**src/inc/seq_pkg.sv**
```systemverilog
// Purpose: constants for the turn-on sequencer and its fault response
// Assumes: 125 MHz core clock, millisecond timing base
// Notes: command codes double as register addresses
package seq_pkg;
  localparam logic [7:0] CMD_PG_ASSERT = 8'h5E;
  localparam logic [7:0] CMD_PG_NEGATE = 8'h5F;
  localparam logic [7:0] CMD_TURN_ON_DELAY_TIME = 8'h60;
  localparam logic [7:0] CMD_TURN_ON_RISE_TIME = 8'h61;
  localparam logic [7:0] CMD_TON_LIMIT = 8'h62;
  localparam logic [7:0] CMD_TON_RESP = 8'h63;
  localparam logic [15:0] RST_PG_ASSERT = 16'h0000;
  localparam logic [15:0] RST_PG_NEGATE = 16'h0000;
  localparam logic [15:0] RST_TURN_ON_DELAY_TIME = 16'h0000;
  localparam logic [15:0] RST_TURN_ON_RISE_TIME = 16'h0000;
  localparam logic [15:0] RST_TON_LIMIT = 16'h0000;
  localparam logic [7:0] RST_TON_RESP = 8'h00;
  localparam int RESP_MSB = 7;
  localparam int RESP_LSB = 6;
  localparam int RETRY_MSB = 5;
  localparam int RETRY_LSB = 3;
  localparam int DLY_MSB = 2;
  localparam int DLY_LSB = 0;
  localparam logic [1:0] RESP_IGNORE = 2'h0;
  localparam logic [1:0] RESP_HOLD = 2'h1;
  localparam logic [1:0] RESP_DISABLE = 2'h2;
  localparam logic [1:0] RESP_LATCH = 2'h3;
  localparam logic [2:0] RETRY_NONE = 3'h0;
  localparam logic [2:0] RETRY_FOREVER = 3'h7;
  localparam int CLK_PERIOD_NS = 8;
  localparam int MS_NS = 1000000;
  localparam int MS_CYCLES = MS_NS / CLK_PERIOD_NS;
  localparam int MS_CNT_W = 17;
  localparam int TMR_W = 16;

  typedef enum logic [2:0] {
    ST_OFF, ST_DELAY, ST_RISE, ST_ON, ST_HOLD, ST_RETRY_WAIT, ST_LATCHED
  } seq_state_e;

  // delay field code n selects 2**n time units
  function automatic logic [7:0] delay_units(input logic [2:0] code);
    delay_units = 8'h01 << code;
  endfunction
endpackage

```
**src/inc/seq_timer_if.sv**
```systemverilog
// Purpose: carries the millisecond tick and phase timer handshake
// Assumes: single core clock domain
// Notes: start and expire are one-cycle pulses
`timescale 1ns/1ps
`default_nettype none
interface seq_timer_if;
  logic ms_tick;
  logic start;
  logic [seq_pkg::TMR_W-1:0] load;
  logic expire;
  logic busy;
  modport tick_src (output ms_tick);
  modport timer (input ms_tick, input start, input load, output expire, output busy);
  modport ctrl (input ms_tick, output start, output load, input expire, input busy);
endinterface
`default_nettype wire

```
**src/rtl/turn_on_sequencer.sv**
```systemverilog
// Purpose: turn-on sequencing, power-good and turn-on timeout fault response
// Assumes: reset_i also stands for loss of bias power
// Notes: voltages compared as unsigned codes in output-voltage format
// What this block does
// - 16-bit assert threshold; output-ok asserts once output reaches it.
// - below 16-bit negate threshold: drop output-ok if enabled, set status bit.
// - wait the 16-bit turn-on delay in ms after enable before rising.
// - ramp the output over the 16-bit rise time after the delay.
// - turn-on fault if undervoltage limit not reached within the timeout.
// - timeout value zero disables the turn-on fault check.
// - response byte: 7:6 response, 5:3 retries, 2:0 delay count.
// - response 00 ignores the fault and keeps running.
// - response 01 runs for the delay, then applies retries if still faulty.
// - response 10 disables output at once, then applies retries.
// - clear by status clear, clear-all command, reset, or off-then-on.
// - removal of bias power clears a latched turn-on fault.
// - retry setting 000 never restarts; output stays off until cleared.
// - retry settings 001 to 101 restart one to five times.
// - once all restarts fail, output stays off until cleared.
// - restarts spaced by delay count times the fault time unit.
// - delay code n selects 2**n units; unit given from outside.
// - retry setting 111 retries until commanded off or reset.
`timescale 1ns/1ps
`default_nettype none
module turn_on_sequencer #(
  parameter int MS_CYCLES = seq_pkg::MS_CYCLES
) (
  input wire logic core_clk_i,
  input wire logic reset_i,
  input wire logic [7:0] cmd_code_i,
  input wire logic wr_stb_i,
  input wire logic [15:0] wr_data_i,
  input wire logic rd_stb_i,
  output logic [15:0] rd_data_o,
  input wire logic enable_i,
  input wire logic clear_faults_i,
  input wire logic clear_fault_bit_i,
  input wire logic clear_pg_bit_i,
  input wire logic pg_pin_enable_i,
  input wire logic [7:0] fault_unit_ms_i,
  input wire logic [15:0] vout_i,
  input wire logic [15:0] uv_limit_i,
  output logic output_ok_signal_o,
  output logic pg_status_o,
  output logic ton_fault_o,
  output logic output_enable_o,
  output logic ramp_active_o
);
  ////////////////////////////////////////////////////////////////////////
  seq_timer_if tif ();

  ms_tick_gen #(.MS_CYCLES(MS_CYCLES)) u_tick (
    .core_clk_i(core_clk_i),
    .reset_i(reset_i),
    .tif(tif.tick_src)
  );

  phase_timer u_timer (
    .core_clk_i(core_clk_i),
    .reset_i(reset_i),
    .tif(tif.timer)
  );

  ////////////////////////////////////////////////////////////////////////
  // registers
  logic [15:0] pg_on_q, pg_off_q, ton_dly_q, turn_on_rise_time_q, ton_lim_q;
  logic [7:0] ton_resp_q;
  logic [15:0] rd_mux;

  always_ff @(posedge core_clk_i)
  begin
    if (reset_i)
    begin
      pg_on_q <= seq_pkg::RST_PG_ASSERT;
      pg_off_q <= seq_pkg::RST_PG_NEGATE;
      ton_dly_q <= seq_pkg::RST_TURN_ON_DELAY_TIME;
      turn_on_rise_time_q <= seq_pkg::RST_TURN_ON_RISE_TIME;
      ton_lim_q <= seq_pkg::RST_TON_LIMIT;
      ton_resp_q <= seq_pkg::RST_TON_RESP;
    end
    else if (wr_stb_i)
    begin
      unique case (cmd_code_i)
        seq_pkg::CMD_PG_ASSERT: pg_on_q <= wr_data_i;
        seq_pkg::CMD_PG_NEGATE: pg_off_q <= wr_data_i;
        seq_pkg::CMD_TURN_ON_DELAY_TIME: ton_dly_q <= wr_data_i;
        seq_pkg::CMD_TURN_ON_RISE_TIME: turn_on_rise_time_q <= wr_data_i;
        seq_pkg::CMD_TON_LIMIT: ton_lim_q <= wr_data_i;
        seq_pkg::CMD_TON_RESP: ton_resp_q <= wr_data_i[7:0];
        default: ;
      endcase
    end
  end

  // unmapped codes read as zero
  assign rd_mux =
    (cmd_code_i == seq_pkg::CMD_PG_ASSERT) ? pg_on_q :
    (cmd_code_i == seq_pkg::CMD_PG_NEGATE) ? pg_off_q :
    (cmd_code_i == seq_pkg::CMD_TURN_ON_DELAY_TIME) ? ton_dly_q :
    (cmd_code_i == seq_pkg::CMD_TURN_ON_RISE_TIME) ? turn_on_rise_time_q :
    (cmd_code_i == seq_pkg::CMD_TON_LIMIT) ? ton_lim_q :
    (cmd_code_i == seq_pkg::CMD_TON_RESP) ? {8'h00, ton_resp_q} : 16'h0000;

  always_ff @(posedge core_clk_i)
  begin
    if (reset_i)
      rd_data_o <= '0;
    else if (rd_stb_i)
      rd_data_o <= rd_mux;
  end

  ////////////////////////////////////////////////////////////////////////
  // response field decode
  logic [1:0] resp;
  logic [2:0] retry_set;
  logic [2:0] dly_code;
  logic [15:0] fault_wait_ms;

  assign resp = ton_resp_q[seq_pkg::RESP_MSB:seq_pkg::RESP_LSB];
  assign retry_set = ton_resp_q[seq_pkg::RETRY_MSB:seq_pkg::RETRY_LSB];
  assign dly_code = ton_resp_q[seq_pkg::DLY_MSB:seq_pkg::DLY_LSB];
  // 8x8 product fits 16 bits, no saturation needed
  assign fault_wait_ms = 16'(fault_unit_ms_i) * 16'(seq_pkg::delay_units(dly_code));

  ////////////////////////////////////////////////////////////////////////
  // sequencer
  seq_pkg::seq_state_e state_q, state_d;
  logic [2:0] tries_q, tries_d;
  logic [15:0] to_cnt_q;
  logic reached_q, timed_q, fault_evt, reached_now;
  logic any_clear, retry_ok, still_low;

  assign any_clear = clear_faults_i || clear_fault_bit_i;
  assign still_low = (vout_i < uv_limit_i);
  assign reached_now = !still_low && (state_q == seq_pkg::ST_RISE ||
                                      state_q == seq_pkg::ST_ON);
  assign retry_ok = (retry_set == seq_pkg::RETRY_FOREVER) ||
                    (retry_set != seq_pkg::RETRY_NONE && tries_q != 3'h0);
  // timeout counts from start of delay until the output reaches uv level
  assign fault_evt = tif.ms_tick && !reached_q && !timed_q &&
                     (ton_lim_q != 16'h0000) &&
                     (to_cnt_q + 16'h0001 >= ton_lim_q) &&
                     (state_q == seq_pkg::ST_DELAY || state_q == seq_pkg::ST_RISE ||
                      state_q == seq_pkg::ST_ON);

  always_comb
  begin
    state_d = state_q;
    tries_d = tries_q;
    tif.start = 1'b0;
    tif.load = '0;
    unique case (state_q)
      seq_pkg::ST_OFF:
        if (enable_i)
        begin
          state_d = seq_pkg::ST_DELAY;
          tif.start = 1'b1;
          tif.load = ton_dly_q;
        end
      seq_pkg::ST_DELAY:
        if (tif.expire)
        begin
          state_d = seq_pkg::ST_RISE;
          tif.start = 1'b1;
          tif.load = turn_on_rise_time_q;
        end
      seq_pkg::ST_RISE:
        if (tif.expire)
          state_d = seq_pkg::ST_ON;
      seq_pkg::ST_ON: ;
      seq_pkg::ST_HOLD:
        if (tif.expire)
          state_d = still_low ? seq_pkg::ST_RETRY_WAIT : seq_pkg::ST_ON;
      seq_pkg::ST_RETRY_WAIT:
        if (tif.expire)
        begin
          state_d = seq_pkg::ST_DELAY;
          tif.start = 1'b1;
          tif.load = ton_dly_q;
        end
      seq_pkg::ST_LATCHED:
        if (any_clear)
          state_d = seq_pkg::ST_OFF;
    endcase
    // decide on a restart once the hold window ends with the output still low
    if (state_d == seq_pkg::ST_RETRY_WAIT && state_q == seq_pkg::ST_HOLD)
    begin
      if (retry_ok)
      begin
        tif.start = 1'b1;
        tif.load = fault_wait_ms;
        if (retry_set != seq_pkg::RETRY_FOREVER)
          tries_d = tries_q - 3'h1;
      end
      else
        state_d = seq_pkg::ST_LATCHED;
    end
    if (fault_evt)
    begin
      unique case (resp)
        seq_pkg::RESP_IGNORE: ;
        seq_pkg::RESP_HOLD:
        begin
          state_d = seq_pkg::ST_HOLD;
          tif.start = 1'b1;
          tif.load = fault_wait_ms;
        end
        seq_pkg::RESP_DISABLE:
          if (retry_ok)
          begin
            state_d = seq_pkg::ST_RETRY_WAIT;
            tif.start = 1'b1;
            tif.load = fault_wait_ms;
            if (retry_set != seq_pkg::RETRY_FOREVER)
              tries_d = tries_q - 3'h1;
          end
          else
            state_d = seq_pkg::ST_LATCHED;
        seq_pkg::RESP_LATCH: state_d = seq_pkg::ST_LATCHED;
      endcase
    end
    if (reached_now || any_clear || !enable_i)
      tries_d = retry_set;
    // off clears any latched state; on again restarts
    if (!enable_i)
      state_d = seq_pkg::ST_OFF;
  end

  always_ff @(posedge core_clk_i)
  begin
    if (reset_i)
    begin
      state_q <= seq_pkg::ST_OFF;
      tries_q <= seq_pkg::RETRY_NONE;
    end
    else
    begin
      state_q <= state_d;
      tries_q <= tries_d;
    end
  end

  // new attempt restarts the timeout window
  logic attempt_start;
  assign attempt_start = state_d == seq_pkg::ST_DELAY && state_q != seq_pkg::ST_DELAY;

  always_ff @(posedge core_clk_i)
  begin
    if (reset_i || attempt_start)
    begin
      to_cnt_q <= '0;
      reached_q <= 1'b0;
      timed_q <= 1'b0;
    end
    else
    begin
      if (tif.ms_tick && to_cnt_q != 16'hFFFF)
        to_cnt_q <= to_cnt_q + 16'h0001;
      if (reached_now)
        reached_q <= 1'b1;
      if (fault_evt)
        timed_q <= 1'b1;
    end
  end

  ////////////////////////////////////////////////////////////////////////
  // status and power-good; hardware set wins over clear
  logic ton_fault_q, pg_q, pg_stat_q, running;

  assign running = state_q == seq_pkg::ST_ON || state_q == seq_pkg::ST_HOLD;

  always_ff @(posedge core_clk_i)
  begin
    if (reset_i)
    begin
      ton_fault_q <= 1'b0;
      pg_q <= 1'b0;
      pg_stat_q <= 1'b0;
    end
    else
    begin
      ton_fault_q <= fault_evt || (ton_fault_q && !any_clear);
      if (!running || vout_i < pg_off_q)
        pg_q <= 1'b0;
      else if (vout_i >= pg_on_q)
        pg_q <= 1'b1;
      pg_stat_q <= (running && vout_i < pg_off_q) ||
                   (pg_stat_q && !(clear_faults_i || clear_pg_bit_i));
    end
  end

  // pin only follows when the pin setup enables it
  assign output_ok_signal_o = pg_q && pg_pin_enable_i;
  assign pg_status_o = pg_stat_q;
  assign ton_fault_o = ton_fault_q;
  assign output_enable_o = state_q == seq_pkg::ST_RISE || running;
  assign ramp_active_o = state_q == seq_pkg::ST_RISE;
endmodule
`default_nettype wire

```
**src/rtl/ms_tick_gen.sv**
```systemverilog
// Purpose: one-cycle enable pulse every millisecond
// Assumes: free running from reset
// Notes: phase is not aligned to any start request
`timescale 1ns/1ps
`default_nettype none
module ms_tick_gen #(
  parameter int MS_CYCLES = seq_pkg::MS_CYCLES
) (
  input wire logic core_clk_i,
  input wire logic reset_i,
  seq_timer_if.tick_src tif
);
  logic [seq_pkg::MS_CNT_W-1:0] cnt_q;
  logic wrap;

  assign wrap = (cnt_q == seq_pkg::MS_CNT_W'(MS_CYCLES - 1));

  always_ff @(posedge core_clk_i)
  begin
    if (reset_i)
      cnt_q <= '0;
    else
      cnt_q <= wrap ? '0 : cnt_q + 1'b1;
  end

  always_ff @(posedge core_clk_i)
  begin
    if (reset_i)
      tif.ms_tick <= 1'b0;
    else
      tif.ms_tick <= wrap;
  end
endmodule
`default_nettype wire

```
**src/rtl/phase_timer.sv**
```systemverilog
// Purpose: millisecond down-counter for sequencing phases
// Assumes: load of zero expires on the next tick
// Notes: a new start restarts the count
`timescale 1ns/1ps
`default_nettype none
module phase_timer (
  input wire logic core_clk_i,
  input wire logic reset_i,
  seq_timer_if.timer tif
);
  logic [seq_pkg::TMR_W-1:0] cnt_q;
  logic last;

  assign last = tif.busy && tif.ms_tick && (cnt_q <= seq_pkg::TMR_W'(1));

  always_ff @(posedge core_clk_i)
  begin
    if (reset_i)
    begin
      cnt_q <= '0;
      tif.busy <= 1'b0;
      tif.expire <= 1'b0;
    end
    else
    begin
      tif.expire <= last && !tif.start;
      if (tif.start)
      begin
        cnt_q <= tif.load;
        tif.busy <= 1'b1;
      end
      else if (last)
        tif.busy <= 1'b0;
      else if (tif.busy && tif.ms_tick)
        cnt_q <= cnt_q - 1'b1;
    end
  end
endmodule
`default_nettype wire

```
**config.mk**
```make
export PLATFORM = sky130hd
export DESIGN_NAME = turn_on_sequencer
export DESIGN_NICKNAME = d
export VERILOG_FILES = /design/src/inc/seq_pkg.sv /design/src/inc/seq_timer_if.sv /design/src/rtl/turn_on_sequencer.sv /design/src/rtl/ms_tick_gen.sv /design/src/rtl/phase_timer.sv
export SDC_FILE = /design/constraint.sdc
export NUM_CORES = 1
export LEC_CHECK = 0
export ABC_AREA = 1
export ABC_CLOCK_PERIOD_IN_PS = 5200
export BUFFER_PORTS_ARGS = -buffer_cell sky130_fd_sc_hd__buf_4
export CAP_MARGIN = 5
export CELL_PAD_IN_SITES_DETAIL_PLACEMENT = 0
export CELL_PAD_IN_SITES_GLOBAL_PLACEMENT = 1
export CORE_MARGIN = 5
export CORE_UTILIZATION = 45
export CTS_BUF_LIST = sky130_fd_sc_hd__clkbuf_4 sky130_fd_sc_hd__clkbuf_8
export CTS_CLUSTER_DIAMETER = 30
export DETAILED_ROUTE_END_ITERATION = 8
export PLACE_DENSITY_LB_ADDON = 0.08
export SKIP_LAST_GASP = 1
export SLEW_MARGIN = 15
export SYNTH_ARGS = -nofsm -noshare
export SYNTH_HDL_FRONTEND = slang
export SYNTH_SLANG_ARGS = --single-unit
```
**constraint.sdc**
```tcl
create_clock -name core_clk_i -period 5.2 [get_ports core_clk_i]
set_input_delay 0.78 -clock core_clk_i [delete_from_list [all_inputs] [get_ports core_clk_i]]
set_output_delay 0.78 -clock core_clk_i [all_outputs]
set_load 0.05 [all_outputs]
```
## After elaboration in Yosys (flattened, before gate mapping)

Cells that the tools add are included.
Widths: inputs -> output; s select.

| cells by class | value |
|---|---|
| equal/unequal tests | 23 |
| order comparisons | 5 |
| shift operators | 1 |
| $add $sub $neg | 4 |
| $mul | 1 |
| reduce and logical (&&, ||, !) cells | 55 |
| muxes and demuxes | 50 |

Operators with widths:

| operator | number |
|---|---|
| $mux 16 | 15 |
| $mux 3 | 19 |
| $eq 8x7->1 const B | 6 |
| $pmux 16 s3 | 1 |
| $ge 16x16->1 | 2 |
| $lt 16x16->1 | 2 |
| $pmux 16 s2 | 1 |
| $pmux 3 s6 | 1 |
| $add 17x1->17 const B | 1 |
| $eq 17x17->1 const B | 1 |
| $logic_and 1x1->1 | 17 |
| $add 16x1->16 const B | 1 |
| $le 16x1->1 const B | 1 |
| $mul 8x8->16 | 1 |
| $ne 16x16->1 const B | 1 |
| $reduce_bool 16->1 | 1 |
| $sub 16x1->16 const B | 1 |
| $eq 3x3->1 const B | 5 |
| $logic_or 1x1->1 | 14 |
| $reduce_and 2->1 | 7 |
| $pmux 3 s3 | 1 |
| $logic_not 1->1 | 8 |
| $mux 1 | 8 |
| $mux 8 | 1 |
| other kinds (15) | 23 |

| storage, ports and cells | value |
|---|---|
| output and inout bits | 21 |
| bits of input ports | 73 |
| logic and storage cells | 159 |
| register bits | 167 |

## Depth between registers and ports, before layout

| logic depth | value |
|---|---|
| depth after elaboration | 13 |
| depth in mapped cells | 29 |
| gate-level depth less buffers | 29 |

## Modules after synthesis

A second synthesis with hierarchy kept.

| unflattened totals | value |
|---|---|
| cell total of the unflattened synthesis | 1712 |
| area total of the unflattened synthesis | 12034.0 um^2 |

By module, submodules not included:

| module | seq. area each (um^2) | area an instance (um^2) | cells an instance | instances |
|---|---|---|---|---|
| turn_on_sequencer | 2622.5 | 9862.0 | 1372 | 1 |
| phase_timer | 360.3 | 1231.2 | 204 | 1 |
| ms_tick_gen | 360.3 | 940.9 | 136 | 1 |

## Least setup slack after synthesis

Ideal clock, no wire load.

| timing | value |
|---|---|
| kind | flip-flop to flip-flop |
| start point | register ton_resp_q[0] |
| end point | register u_timer.cnt_q[14] (netlist bit) |
| cell stages (with the launch flop) | 25 |
| clock period less this slack | 4743 ps |
| path buffers | 0 |
| setup slack | 457 ps |
| library setup time | 132 ps |
| arrival | 4611 ps |
| required time | 5068 ps |
| path through | dfxtp_1 inv_1 nor3_1 inv_1 nor2_1 fa_1 fa_1 fa_1 inv_1 fa_1 inv_1 ha_1 a21o_1 a21oi_1 nand3_1 nand2_1 inv_1 o21ai_0 nand2_1 nand2_1 nand2_1 nand2_1 nand2_1 nand2_1 a21oi_1 |

| between the ends | value |
|---|---|
| word-level cells in the longest chain between the ends | 8 |

Ends and longest elaborated chain:

| element | line | RTL |
|---|---|---|
| start: declaration | turn_on_sequencer.sv:67 | `logic [7:0] ton_resp_q;` |
| start signal: assignment | turn_on_sequencer.sv:79 | `ton_resp_q <= seq_pkg::RST_TON_RESP;` |
| start signal: assignment | turn_on_sequencer.sv:89 | `seq_pkg::CMD_TON_RESP: ton_resp_q <= wr_data_i[7:0];` |
| $shl 1x3->8 * | seq_pkg.sv:41 | `delay_units = 8'h01 << code;` |
| $mul 8x8->16 * | turn_on_sequencer.sv:123 | `assign fault_wait_ms = 16'(fault_unit_ms_i) * 16'(seq_pkg::delay_units(dly_code));` |
| $mux 16 | turn_on_sequencer.sv:188 | `if (retry_ok)` |
| $mux 16 | turn_on_sequencer.sv:186 | `if (state_d == seq_pkg::ST_RETRY_WAIT && state_q == seq_pkg::ST_HOLD)` |
| $mux 16 | turn_on_sequencer.sv:209 | `if (retry_ok)` |
| $pmux 16 s2 | turn_on_sequencer.sv:200 | `unique case (resp)` |
| $mux 16 * | turn_on_sequencer.sv:198 | `if (fault_evt)` |
| $mux 16 * | phase_timer.sv:27 | `if (tif.start)` |
| end signal: assignment | phase_timer.sv:29 | `cnt_q <= tif.load;` |
| end signal: assignment | phase_timer.sv:35 | `cnt_q <= cnt_q - 1'b1;` |
| end: declaration | phase_timer.sv:11 | `logic [seq_pkg::TMR_W-1:0] cnt_q;` |

Every way passes the cells marked *; elsewhere a longest branch is shown, timed or not.
A chain may end at the register's enable or synchronous reset.

## Final worst setup path

| timing | value |
|---|---|
| start point | register ton_resp_q[1] |
| end point | register u_timer.cnt_q[13] (netlist bit) |

The elaborated chain is that of the path after synthesis.

==> key figures <==
Synthesis
  – Post-synth EDFFs: 0
  – Count leader, synth: inv_1
  – Sequential fraction of the synthesis area: 28.0%
  – Post-Synth XOR/XNOR Area: between 2 and 3%
  – Mapped Area: ~0.012 mm^2
  – Synth top area share: between 20% and 30%
  – Synth Area in Compound Gates: about a fifth
  – Cells after synthesis: 1,674
  – Yosys warnings: 0
  – Synth Area in Simple Gates: a little over a fifth
  – Synth async-reset ratio: 0%
  – Most frequent cells after synthesis: inv_1 (290), nand2_1 (267), a21oi_1 (175)
  – Number of distinct library cells after synthesis: 55
  – Syn_nets: 1,891
  – Multiplexer area fraction after synthesis: less than 1%
  – Yosys top cell by area: dfxtp_1
  – Main flop type after synthesis: dfxtp_1
  – Syn Area/Cell: about 7.1 um^2
  – Register bit total from synthesis: around 170
  – Synth Area in Adders: 17.4%
  – Largest family of logic cells by synthesized area: simple AND/OR/NAND/NOR gates
  – Top cells by area, synth: dfxtp_1 (28%), ha_1 (11%), inv_1 (9.1%)

Worst setup path
  – Worst setup SP type: flip-flop
  – Slowest-stage cell, CP: fa_1
  – Critical Path Max Stage Delay: between 500 and 600 ps
  – Arr. time, crit path: around 5200 ps
  – CP startpoint: ton_resp_q[1]$_SDFFE_PP0P_
  – Worst flop-to-flop path endpoint: u_timer.cnt_q[13]$_SDFFE_PP0P_
  – Worst Reg2Reg Path Length in Cells: 23
  – Worst-path cell chain: inv_2 > nor3_1 > inv_1 > nor2_1 > fa_1 > fa_1 > fa_1 > inv_1 > fa_1 > inv_1 > ha_1 > buf_4 > nand2_1 > nor2_1 > a21oi_2 > nor2_1 > nor2_1 > xor2_1 > o21ai_0 > nand2_1 > o21ai_0 > nor2_1 > nor2_1
  – Critical path type: flip-flop to flip-flop
  – CP required: 5590 ps
  – CP dominant cell by count: nor2_1
  – Worst R2R Start: ton_resp_q[1]$_SDFFE_PP0P_
  – R2R Setup Slk: 380 ps
  – CP Buf/Inv Count: 5
  – CP max FO: 7
  – Crit end category: flip-flop
  – CP top delay family: adder cells

CTS
  – Clock sink total: approximately 170
  – Clock Tree Root: clkbuf_8
  – Hold Buf Count CTS: 0
  – Skew-Pair Late Insertion Delay: about 480 ps
  – CTS buffer count: 17
  – CTS max path bufs: 2
  – Clock-pin slew on the worst setup and hold paths: 120 ps
  – # H-tree levels: 4
  – CTS tree: built

Floorplanning
  – I/O pin count: 94
  – Die Ht: 173 um
  – Die Area: 0.0299 mm^2
  – Width of the chip: 173 um
  – # rows: around 60
  – Initial Utilization: 45.8%
  – Core Box Area: 0.0261 mm^2

Power and ir drop
  – Combinational power share: about an eighth
  – Pwr Total: roughly 2.7 mW
  – Clock Power Share: 38.5%
  – Net Switching: 0.876 mW
  – Sequential share of power: 48.6%
  – Switching fraction of total power: 32.6%
  – Pwr Density: roughly 200 mW/mm^2
  – Leakage power: approximately 6.1 nW
  – Worst VDD drop: approximately 190 uV
  – Internal power: between 1.5 and 2 mW

STA
  – Clk_skew: about 22 ps
  – Final Max Tran Viols: 0
  – Final period util: roughly 93%
  – Measured slew at the worst slew-check pin: 1110 ps
  – Worst Setup Slack, final: 378 ps
  – Tmin final: around 4800 ps
  – RSZ-0062 raised after global routing: yes
  – Final hold violations: 0
  – Max Freq: 0.207 GHz
  – Final setup viols: 0
  – Slew HR: between 20% and 30%

Layout
  – Final net count: around 2k
  – Synthesis-to-layout area growth: 12.4%
  – Largest register FFs: 17
  – Layout cell share with drive strength beyond 1: between 10% and 20%
  – ANT cells: 0
  – Most flop-heavy register: u_tick.cnt_q
  – Final core occ: roughly half

Min path
  – Hold path cells: 1
  – Worst hold start: u_tick.cnt_q[0]$_SDFF_PP0_
  – Hold path endpoint: u_tick.cnt_q[0]$_SDFF_PP0_
  – Hold Path Class: flip-flop to flip-flop

Placed design
  – DP Wirelength: roughly 27,000 um
  – PortBufs: between 90 and 100
  – RD Place Congestion: slightly below 0.9
  – Place WS: 146 ps

Global routing
  – Tot GR Track Use: a little under a quarter
  – Initial antenna violation count: 0
  – Grt total ovfl: 0
  – Largest net degree at the start of global routing: 55
  – First-pass GRT wire length: roughly 56,000 um
  – Vias in the first global route: about 11k

Detailed routing
  – Routed WL: 34,700 um
  – Detail Route Antenna Nets: 0
  – Vias: about 11k
  – Remaining DRCs: 0
  – WL/cell: ~17 um
  – Via density: between 5 and 6
  – Starting DRC count in detailed routing: a little under 800
  – Initial DRT Pass Iterations: 5

Status
  – Status: finished, final reports clean

Job
  – Max-cap violations: 0
how the worst max path moves through the flow:
stage | end | slack (ps) | cells past startpoint
finish | u_timer.cnt_q[13]$_SDFFE_PP0P_ | 380 | 23
global route | u_timer.cnt_q[14]$_SDFFE_PP0P_ | -2 | 25
CTS | u_timer.cnt_q[14]$_SDFFE_PP0P_ | 180 | 25
detailed placement | u_timer.cnt_q[14]$_SDFFE_PP0P_ | 150 | 23
global placement | u_timer.cnt_q[13]$_SDFFE_PP0P_ | 180 | 22
floorplan | u_timer.cnt_q[14]$_SDFFE_PP0P_ | 460 | 24
metal layers:
layer	GRT usage, %	routed length (um)	up-vias
met1	32.9	17200	5099
li1	-	-	5648
met5	0	0	-
met3	3.23	1550	28
met2	37.2	15600	243
met4	4.45	384	0
logic make-up (layout without fill, tap and decap cells):
group,count (synthesis),count (layout)
adder cells (fa/ha/maj),144,144
AND/OR/NAND/NOR,567,567
flip-flops,167,167
XOR/XNOR,35,35
buffers and inverters,347,437
multiplexers,7,7
AO/OA/AOI/OAI,407,407
metrics by stage:
| stage | hold WS [ps] | instance area, um^2 | std cells | TNS, ps |
|---|---|---|---|---|
| 2_1_floorplan | 418 | 11900 | 1674 | 0 |
| 3_3_place_gp | 426 | 12900 | 2067 | 0 |
| 3_5_place_dp | 441 | 12900 | 2067 | 0 |
| 4_1_cts | 463 | 13400 | 2099 | 0 |
| 5_1_grt | 483 | 13400 | 2099 | -1.55 |
| 6_report | 457 | 13400 | 2099 | 0 |
repair_timing:
action | in CTS | in global routing
setup buffers | 0 | 0
gates resized for setup | 0 | 20
setup endpoints to repair | 0 | 6
endpoints found under the hold margin | 0 | 0
cell type report:
| cell class | count | area [um^2] |
|---|---|---|
| clock buffers | 17 | 234 |
| flip-flops and latches | 167 | 3350 |
| fillers | 2667 | 12600 |
| multi-input cells | 1160 | 7290 |
| clock inverters | 15 | 216 |
| repair buffers | 103 | 773 |
| inverters | 302 | 1140 |
| well taps | 335 | 419 |
power by group through the flow:
stage	Sequential, mW	Combinational (mW)	Clock [mW]
global route	1.31	0.391	1.12
floorplan	1.34	0.204	0
global placement	1.34	0.338	0
CTS	1.31	0.343	1.07
finish	1.31	0.345	1.04
detailed placement	1.34	0.341	0
layout by cell type (no fill, tap or decap), types with 25 or more instances in the layout:
cell type / netlist / layout
a21oi_1: 175 / 172
buf_4: 1 / 103
dfxtp_1: 167 / 164
fa_1: 36 / 36
ha_1: 108 / 107
inv_1: 290 / 284
nand2_1: 267 / 267
nand3_1: 54 / 54
nand4_1: 26 / 26
nor2_1: 144 / 144
o21ai_0: 140 / 138
xor2_1: 25 / 25
No activity file was read; power rests on OpenSTA's default activity.
